$ cat src/core/pdcs_defs.vh
// Offsets, field positions, reset values and flag count of the port device control block
//
// What this block does
// - Relaxed-ordering permission always reads zero
// - Payload size writable, resets 000b, clamped
// - Extended-tag and phantom-function enables read zero
// - Aux power PM enable: read-write, resets zero
// - No-snoop permission always reads zero
// - Read request size fixed at 000b
// - Correctable-error flag sets on detection, resets zero
// - Non-fatal-error flag sets on detection, resets zero
// - Fatal-error flag sets on detection, resets zero
// - Unsupported-request flag sets on detection, resets zero
// - Flags latch regardless of enables, write-one clears
// - Aux-power-detected flag read-only, resets one
// - Transactions-pending flag fixed at zero
`ifndef PDCS_DEFS_VH
`define PDCS_DEFS_VH

// Register byte addresses
`define PDCS_ADDR_W           9
`define PDCS_OFF_DEV_CTL_STS  9'h0c8
`define PDCS_OFF_IRQ_STATUS   9'h100
`define PDCS_OFF_IRQ_MASK     9'h104

// Device control field positions
`define PDCS_CTL_ERR_EN_LSB   0
`define PDCS_CTL_ERR_EN_MSB   3
`define PDCS_CTL_RLX_ORD      4
`define PDCS_CTL_MPS_LSB      5
`define PDCS_CTL_MPS_MSB      7
`define PDCS_CTL_EXT_TAG      8
`define PDCS_CTL_PHANTOM      9
`define PDCS_CTL_AUX_PM       10
`define PDCS_CTL_NO_SNOOP     11
`define PDCS_CTL_MRRS_LSB     12
`define PDCS_CTL_MRRS_MSB     14

// Device status field positions
`define PDCS_STS_ERR_LSB      16
`define PDCS_STS_ERR_MSB      19
`define PDCS_STS_AUX_DET      20
`define PDCS_STS_TRANS_PEND   21

// Number of error flags
`define PDCS_NUM_ERR          4

// Reset values
`define PDCS_RST_MPS          3'h0
`define PDCS_RST_MRRS         3'h0
`define PDCS_RST_ERR_EN       4'h0
`define PDCS_RST_AUX_PM       1'b0
`define PDCS_RST_AUX_DET      1'b1
`define PDCS_RST_FLAGS        4'h0
`define PDCS_RST_MASK         4'h0
`define PDCS_RST_RDATA        32'h0000_0000

// Default supported payload size code
`define PDCS_MPS_SUPPORTED    3'h1

`endif

$ cat src/core/pdcs_top.v
// Port device control and status registers behind an Avalon-MM slave
`timescale 1ns/1ns
`include "pdcs_defs.vh"
module pdcs_top #(
  parameter [2:0] MPS_SUPPORTED = `PDCS_MPS_SUPPORTED
) (
  // Clock and reset
  input  wire        clk,
  input  wire        rst_n,
  // Avalon-MM slave
  input  wire [8:0]  avs_address,
  input  wire        avs_read,
  input  wire        avs_write,
  input  wire [31:0] avs_writedata,
  input  wire [3:0]  avs_byteenable,
  output wire [31:0] avs_readdata,
  output wire        avs_waitrequest,
  // Error detection pulses from the port
  input  wire        err_corr_pulse,
  input  wire        err_nonfatal_pulse,
  input  wire        err_fatal_pulse,
  input  wire        err_unsup_pulse,
  // Auxiliary power presence pin
  input  wire        aux_pwr_present,
  // Control outputs
  output wire [2:0]  max_payload,
  output wire        aux_pm_en,
  output wire [3:0]  err_report_en,
  // Interrupt
  output wire        irq
);

  ////////////////////////////////////////////////////////////////////////////////
  // Functions

  // Limit a written payload code to the supported maximum
  function [2:0] clamp_mps;
    input [2:0] code;
    input [2:0] lim;
    begin
      if (code > lim) begin
        clamp_mps = lim;
      end else begin
        clamp_mps = code;
      end
    end
  endfunction

  // Address match against a register offset
  function addr_hit;
    input [8:0] addr;
    input [8:0] off;
    begin
      addr_hit = (addr == off);
    end
  endfunction

  ////////////////////////////////////////////////////////////////////////////////
  // Declarations

  reg  [2:0]  mps_ff;
  reg  [2:0]  nxt_mps;
  reg  [3:0]  err_en_ff;
  reg  [3:0]  nxt_err_en;
  reg         aux_pm_ff;
  reg         nxt_aux_pm;
  reg  [3:0]  mask_ff;
  reg  [3:0]  nxt_mask;
  reg         ack_ff;
  reg  [31:0] rdata_ff;
  reg  [31:0] nxt_rdata;
  reg         aux_s1_ff;
  reg         aux_s2_ff;
  reg         aux_s3_ff;
  reg         aux_det_ff;
  reg         nxt_aux_det;
  reg  [3:0]  sts_clr;
  reg  [3:0]  irq_clr;
  reg  [15:0] ctl_view;
  reg  [15:0] sts_view;

  wire        req;
  wire        take;
  wire        hit_ctl;
  wire        hit_irq_sts;
  wire        hit_irq_mask;
  wire [3:0]  err_evt;
  wire [3:0]  err_flags;
  wire [3:0]  irq_flags;
  wire        wr_ctl;
  wire        wr_mask;
  wire        rd_irq;
  wire        rd_cap;

  ////////////////////////////////////////////////////////////////////////////////
  // Bus handshake: one wait cycle, then the request is taken

  assign req             = avs_read | avs_write;
  assign avs_waitrequest = req & ~ack_ff;
  assign take            = req & ack_ff;

  always @(posedge clk) begin
    if (!rst_n) begin
      ack_ff <= 1'b0;
    end else begin
      ack_ff <= req & ~ack_ff;
    end
  end

  assign hit_ctl      = addr_hit(avs_address, `PDCS_OFF_DEV_CTL_STS);
  assign hit_irq_sts  = addr_hit(avs_address, `PDCS_OFF_IRQ_STATUS);
  assign hit_irq_mask = addr_hit(avs_address, `PDCS_OFF_IRQ_MASK);

  ////////////////////////////////////////////////////////////////////////////////
  // Access strobes, valid at the edge that takes the request; the read capture strobe rd_cap is valid in the wait cycle

  assign wr_ctl  = take & avs_write & hit_ctl;
  assign wr_mask = take & avs_write & hit_irq_mask;
  assign rd_irq  = take & avs_read & hit_irq_sts;
  assign rd_cap  = avs_read & ~ack_ff;

  ////////////////////////////////////////////////////////////////////////////////
  // Error events

  // Latched whatever the reporting enables hold
  assign err_evt = {err_unsup_pulse,
                    err_fatal_pulse,
                    err_nonfatal_pulse,
                    err_corr_pulse};

  ////////////////////////////////////////////////////////////////////////////////
  // Control register writes

  always @* begin
    nxt_mps    = mps_ff;
    nxt_err_en = err_en_ff;
    nxt_aux_pm = aux_pm_ff;
    if (wr_ctl) begin
      if (avs_byteenable[0]) begin
        nxt_err_en = avs_writedata[`PDCS_CTL_ERR_EN_MSB:`PDCS_CTL_ERR_EN_LSB];
        nxt_mps    = clamp_mps(avs_writedata[`PDCS_CTL_MPS_MSB:`PDCS_CTL_MPS_LSB],
                               MPS_SUPPORTED);
      end
      if (avs_byteenable[1]) begin
        nxt_aux_pm = avs_writedata[`PDCS_CTL_AUX_PM];
      end
    end
  end

  always @(posedge clk) begin
    if (!rst_n) begin
      mps_ff    <= `PDCS_RST_MPS;
      err_en_ff <= `PDCS_RST_ERR_EN;
      aux_pm_ff <= `PDCS_RST_AUX_PM;
    end else begin
      mps_ff    <= nxt_mps;
      err_en_ff <= nxt_err_en;
      aux_pm_ff <= nxt_aux_pm;
    end
  end

  ////////////////////////////////////////////////////////////////////////////////
  // Interrupt mask register

  always @* begin
    nxt_mask = mask_ff;
    if (wr_mask && avs_byteenable[0]) begin
      nxt_mask = avs_writedata[3:0];
    end
  end

  always @(posedge clk) begin
    if (!rst_n) begin
      mask_ff <= `PDCS_RST_MASK;
    end else begin
      mask_ff <= nxt_mask;
    end
  end

  ////////////////////////////////////////////////////////////////////////////////
  // Clear strobes

  always @* begin
    sts_clr = 4'h0;
    irq_clr = 4'h0;
    if (wr_ctl && avs_byteenable[2]) begin
      sts_clr = avs_writedata[`PDCS_STS_ERR_MSB:`PDCS_STS_ERR_LSB];
    end
    if (rd_irq) begin
      // Only bits that were returned to software are cleared
      irq_clr = rdata_ff[3:0];
    end
  end

  ////////////////////////////////////////////////////////////////////////////////
  // Sticky flag banks

  pdcs_flags #(
    .WIDTH   (`PDCS_NUM_ERR)
  ) u_err_flags (
    .clk     (clk),
    .rst_n   (rst_n),
    .set_in  (err_evt),
    .clr_in  (sts_clr),
    .flags   (err_flags)
  );

  pdcs_flags #(
    .WIDTH   (`PDCS_NUM_ERR)
  ) u_irq_flags (
    .clk     (clk),
    .rst_n   (rst_n),
    .set_in  (err_evt),
    .clr_in  (irq_clr),
    .flags   (irq_flags)
  );

  assign irq = |(irq_flags & mask_ff);

  ////////////////////////////////////////////////////////////////////////////////
  // Auxiliary power detection

  always @* begin
    nxt_aux_det = aux_det_ff;
    if (aux_s2_ff == aux_s3_ff) begin
      nxt_aux_det = aux_s3_ff;
    end
  end

  // Synchroniser idles at the status reset value, so no false drop after reset
  always @(posedge clk) begin
    if (!rst_n) begin
      aux_s1_ff <= `PDCS_RST_AUX_DET;
      aux_s2_ff <= `PDCS_RST_AUX_DET;
      aux_s3_ff <= `PDCS_RST_AUX_DET;
    end else begin
      aux_s1_ff <= aux_pwr_present;
      aux_s2_ff <= aux_s1_ff;
      aux_s3_ff <= aux_s2_ff;
    end
  end

  always @(posedge clk) begin
    if (!rst_n) begin
      aux_det_ff <= `PDCS_RST_AUX_DET;
    end else begin
      aux_det_ff <= nxt_aux_det;
    end
  end

  ////////////////////////////////////////////////////////////////////////////////
  // Read views

  always @* begin
    ctl_view = 16'h0000;
    ctl_view[`PDCS_CTL_ERR_EN_MSB:`PDCS_CTL_ERR_EN_LSB] = err_en_ff;
    ctl_view[`PDCS_CTL_RLX_ORD]  = 1'b0;
    ctl_view[`PDCS_CTL_MPS_MSB:`PDCS_CTL_MPS_LSB] = mps_ff;
    ctl_view[`PDCS_CTL_EXT_TAG]  = 1'b0;
    ctl_view[`PDCS_CTL_PHANTOM]  = 1'b0;
    ctl_view[`PDCS_CTL_AUX_PM]   = aux_pm_ff;
    ctl_view[`PDCS_CTL_NO_SNOOP] = 1'b0;
    ctl_view[`PDCS_CTL_MRRS_MSB:`PDCS_CTL_MRRS_LSB] = `PDCS_RST_MRRS;
  end

  always @* begin
    sts_view = 16'h0000;
    sts_view[3:0] = err_flags;
    sts_view[`PDCS_STS_AUX_DET - `PDCS_STS_ERR_LSB]    = aux_det_ff;
    sts_view[`PDCS_STS_TRANS_PEND - `PDCS_STS_ERR_LSB] = 1'b0;
  end

  ////////////////////////////////////////////////////////////////////////////////
  // Read data, captured in the wait cycle

  always @* begin
    nxt_rdata = rdata_ff;
    if (rd_cap) begin
      if (hit_ctl) begin
        nxt_rdata = {sts_view, ctl_view};
      end else if (hit_irq_sts) begin
        nxt_rdata = {28'h000_0000, irq_flags};
      end else if (hit_irq_mask) begin
        nxt_rdata = {28'h000_0000, mask_ff};
      end else begin
        nxt_rdata = 32'h0000_0000;
      end
    end
  end

  always @(posedge clk) begin
    if (!rst_n) begin
      rdata_ff <= `PDCS_RST_RDATA;
    end else begin
      rdata_ff <= nxt_rdata;
    end
  end

  ////////////////////////////////////////////////////////////////////////////////
  // Outputs

  assign avs_readdata  = rdata_ff;
  assign max_payload   = mps_ff;
  assign aux_pm_en     = aux_pm_ff;
  assign err_report_en = err_en_ff;

endmodule // pdcs_top

$ cat src/core/pdcs_flags.v
// Sticky flag bank: set pulses win over clear pulses
`timescale 1ns/1ns
module pdcs_flags #(
  parameter WIDTH = 4
) (
  // Clock and reset
  input  wire             clk,
  input  wire             rst_n,
  // Set and clear strobes
  input  wire [WIDTH-1:0] set_in,
  input  wire [WIDTH-1:0] clr_in,
  // Flag state
  output wire [WIDTH-1:0] flags
);

  reg  [WIDTH-1:0] flags_ff;
  wire [WIDTH-1:0] nxt_flags;

  // Set has priority so an event in a clear cycle survives
  assign nxt_flags = set_in | (flags_ff & ~clr_in);

  always @(posedge clk) begin
    if (!rst_n) begin
      flags_ff <= {WIDTH{1'b0}};
    end else begin
      flags_ff <= nxt_flags;
    end
  end

  assign flags = flags_ff;

endmodule // pdcs_flags

$ cat config.mk
export PLATFORM = sky130hd
export DESIGN_NAME = pdcs_top
export DESIGN_NICKNAME = d
export VERILOG_FILES = /design/src/core/pdcs_top.v /design/src/core/pdcs_flags.v
export VERILOG_INCLUDE_DIRS = /design/src /design/src/core
export SDC_FILE = /design/constraint.sdc
export NUM_CORES = 1
export LEC_CHECK = 0
export BUFFER_PORTS_ARGS = -buffer_cell sky130_fd_sc_hd__buf_4
export CORE_AREA = 8 8 72 74
export CTS_CLUSTER_DIAMETER = 150
export DETAILED_ROUTE_END_ITERATION = 10
export DIE_AREA = 0 0 80 82
export PLACE_DENSITY = 0.92
export SLEW_MARGIN = 10
export SYNTH_ARGS = -nofsm -noshare
export SYNTH_HDL_FRONTEND = slang
export SYNTH_SLANG_ARGS = --single-unit
$ cat constraint.sdc
create_clock -name clk -period 3.32 [get_ports clk]
set_clock_uncertainty 0.2 [all_clocks]
set_input_delay 0 -clock clk [delete_from_list [all_inputs] [get_ports clk]]
set_output_delay 0 -clock clk [all_outputs]
set_load 0.005 [all_outputs]
==> impl_metrics.csv <==
group,metric,value,unit
global_routing,antenna_found_initial,0,
worst_setup_path,worstPathArrival,3.07,ns
yosys,synth_enable_flop_cells,0,
yosys,yosysSeqAreaShare,0.412,
timing,relSlewSlack,0.527,
finish,fillers,363,
finish,antennaDiodeCount,0,
global_routing,gr-total-overflow,0,
timing,fin_crit,3.05,ns
worst_setup_path,path_class,"in -> reg",
timing,worstMarginPinSlew,0.700,ns
clocking,cts_hold_buf,40,
finish,drive_gt1_frac,0.241,
yosys,syn_inst,204,
timing,whs,0.0248,ns
yosys,synth_cell_types,34,
clocking,cts_buffers,5,
finish,final_cell_mix,"56 x buf_4, 40 x dlygate4sd3_1, 38 x dfxtp_1",
finish,stdcell_count,346,
clocking,post_cts_resized,0,
yosys,ys_seq_elements,38,
timing,grt_setup_unrepaired,"false",
timing,hold_viol_final,0,
drt,ant_nets,0,
global_routing,grt_max_degree,46,
drt,vias,1748,
clocking,clkLatencyLatePin,0.29,ns
die,fp.dieH,82,um
hold_path,hold_class,"in -> reg",
status,status,"complete, no violations",
power,ir_drop,259,uV
timing,finalSetupTns,0,ns
placed_design,hpwl,3.52,mm
finish,nets,348,
worst_setup_path,cp-start-kind,"primary input",
clocking,cts_setup_buffers,0,
flow_run,cap_violations,0,
drt,wl_per_cell,15.0,um
clocking,htreeDepth,2,
yosys,ys_async_sr_fraction,0,
clocking,cts_tree,"yes",
clocking,clock-sinks,38,
global_routing,grt_pass1_wl,8.47,mm
power,p_leak,0.00122,uW
clocking,cts.path.max_buffers,2,
die,core,4140,um2
drt,avgViaCountPerCell,5.05,
drt,drt-total-wl,5.21,mm
drt,drt_iter0_markers,162,
timing,finalSetupViolCount,0,
die,die_w,80,um
yosys,synth.avg_cell_area,9.05,um2
die,io_pins,96,
drt,first_pass_iters,4,
power,report.power.total,894,uW
timing,slew_viol_final,0,
placed_design,place_congestion,0.776,
power,p_per_area,333,nW/um2
global_routing,grt_use_total,0.162,
drt,drc,0,
yosys,ys.flop_type,"dfxtp_1",
timing,fmax,327,MHz
clocking,root_buffer,"clkbuf_8",
timing,final.period_utilization,0.920,
worst_setup_path,cp_max_fo,15,
global_routing,grt_pass1_vias,1777,
die,row_count,24,
placed_design,placedCellCount,299,
die,start_util,0.446,
yosys,synth.cell_area,1850,um2
die,dieArea,6560,um2
clocking,clk_pin_slew,0.06,ns
yosys,ys_warn_count,0,
finish,syn_to_final_growth,45.5,%
finish,final_common_cell,"buf_4",
worst_setup_path,worstPathRequired,3.34,ns
placed_design,portBuffers,55,
worst_setup_path,end_kind,"register",
[sequential cells by signal, indices dropped and copies added, names as in the netlist]
signal	flops
err_report_en	4
mask_ff	4
u_err_flags.flags	4
max_payload	3
aux_s2_ff	1
aux_s3_ff	1
ack_ff	1
aux_pm_en	1
aux_s1_ff	1
avs_readdata	13
aux_det_ff	1
u_irq_flags.flags	4
[power breakdown]
group	internal, uW	leakage [uW]	switching, uW
clock network	144	0.0000383	149
logic	72.4	0.000875	54.7
registers	465	0.000310	9.06
total	682	0.00122	212
[worst max-delay path, cell delays in order]
cell and delay (ns):
dlygate4sd3_1 0.54, buf_4 0.20, or4b_4 0.54, dlygate4sd3_1 0.64, nor3_4 0.18, dlygate4sd3_1 0.75
mux2i_1 0.23
[metrics by stage]
| step | area (um2) | utilization | setup slack, ns |
|---|---|---|---|
| detailed placement | 2210 | 0.533 | 1.62 |
| global placement | 2210 | 0.533 | 1.65 |
| floorplan | 1910 | - | 2.00 |
| finish | 2690 | 0.648 | 0.265 |
| global route | 2690 | 0.648 | 0.204 |
| CTS | 2690 | 0.648 | 0.291 |
[synth_stat cells (3+ instances only)]
| cell type | count | area (um2) |
|---|---|---|
| a21boi_0 | 9 | 67.6 |
| a31oi_1 | 8 | 50.1 |
| and3_1 | 5 | 31.3 |
| and3b_1 | 10 | 87.6 |
| buf_4 | 19 | 143 |
| clkbuf_1 | 10 | 37.5 |
| dfxtp_1 | 38 | 761 |
| inv_1 | 8 | 30.0 |
| mux2_2 | 3 | 33.8 |
| mux2i_1 | 11 | 110 |
| nand2_1 | 25 | 93.8 |
| nand2b_1 | 4 | 25.0 |
| nand3_1 | 5 | 25.0 |
| nand4_1 | 15 | 93.8 |
| nor2_1 | 3 | 11.3 |
| o211ai_1 | 3 | 22.5 |
| o21ai_0 | 9 | 45.0 |
[cells by family after synthesis]
family          Yosys count  share of synthesized area
simple gates             78                      0.269
buf+inv                  39                      0.119
mux                      14                     0.0779
other cells               1                    0.00203
compound gates           34                      0.120
flops                    38                      0.412
[metal layers]
metal,share of wire,vias to the layer above,track usage
li1,-,867,-
met1,0.39,820,0.174
met2,0.52,55,0.294
met3,0.073,6,0.0591
met4,0.0092,0,0.0436
met5,0,-,0
[final timing paths]
path              slack [ns]  depth (start not counted)               to      startpoint
setup / recovery        0.27                          7       mask_ff[3]  avs_address[7]
setup reg to reg        1.10                          4       mask_ff[3]          ack_ff
hold reg to reg         0.21                          1        aux_s2_ff       aux_s1_ff
hold / removal          0.02                          4  avs_readdata[0]  avs_address[8]
[layout make-up]
class / count / area [um2] / share of cell area
sequential: 38 / 761 / 0.283
multi-input combinational: 145 / 933 / 0.347
inverter: 8 / 30.0 / 0.0112
timing repair buffer: 96 / 821 / 0.306
clock buffer: 7 / 76.3 / 0.0284
tap: 52 / 65.1 / 0.0242
Power figures use the tool's default switching activity.
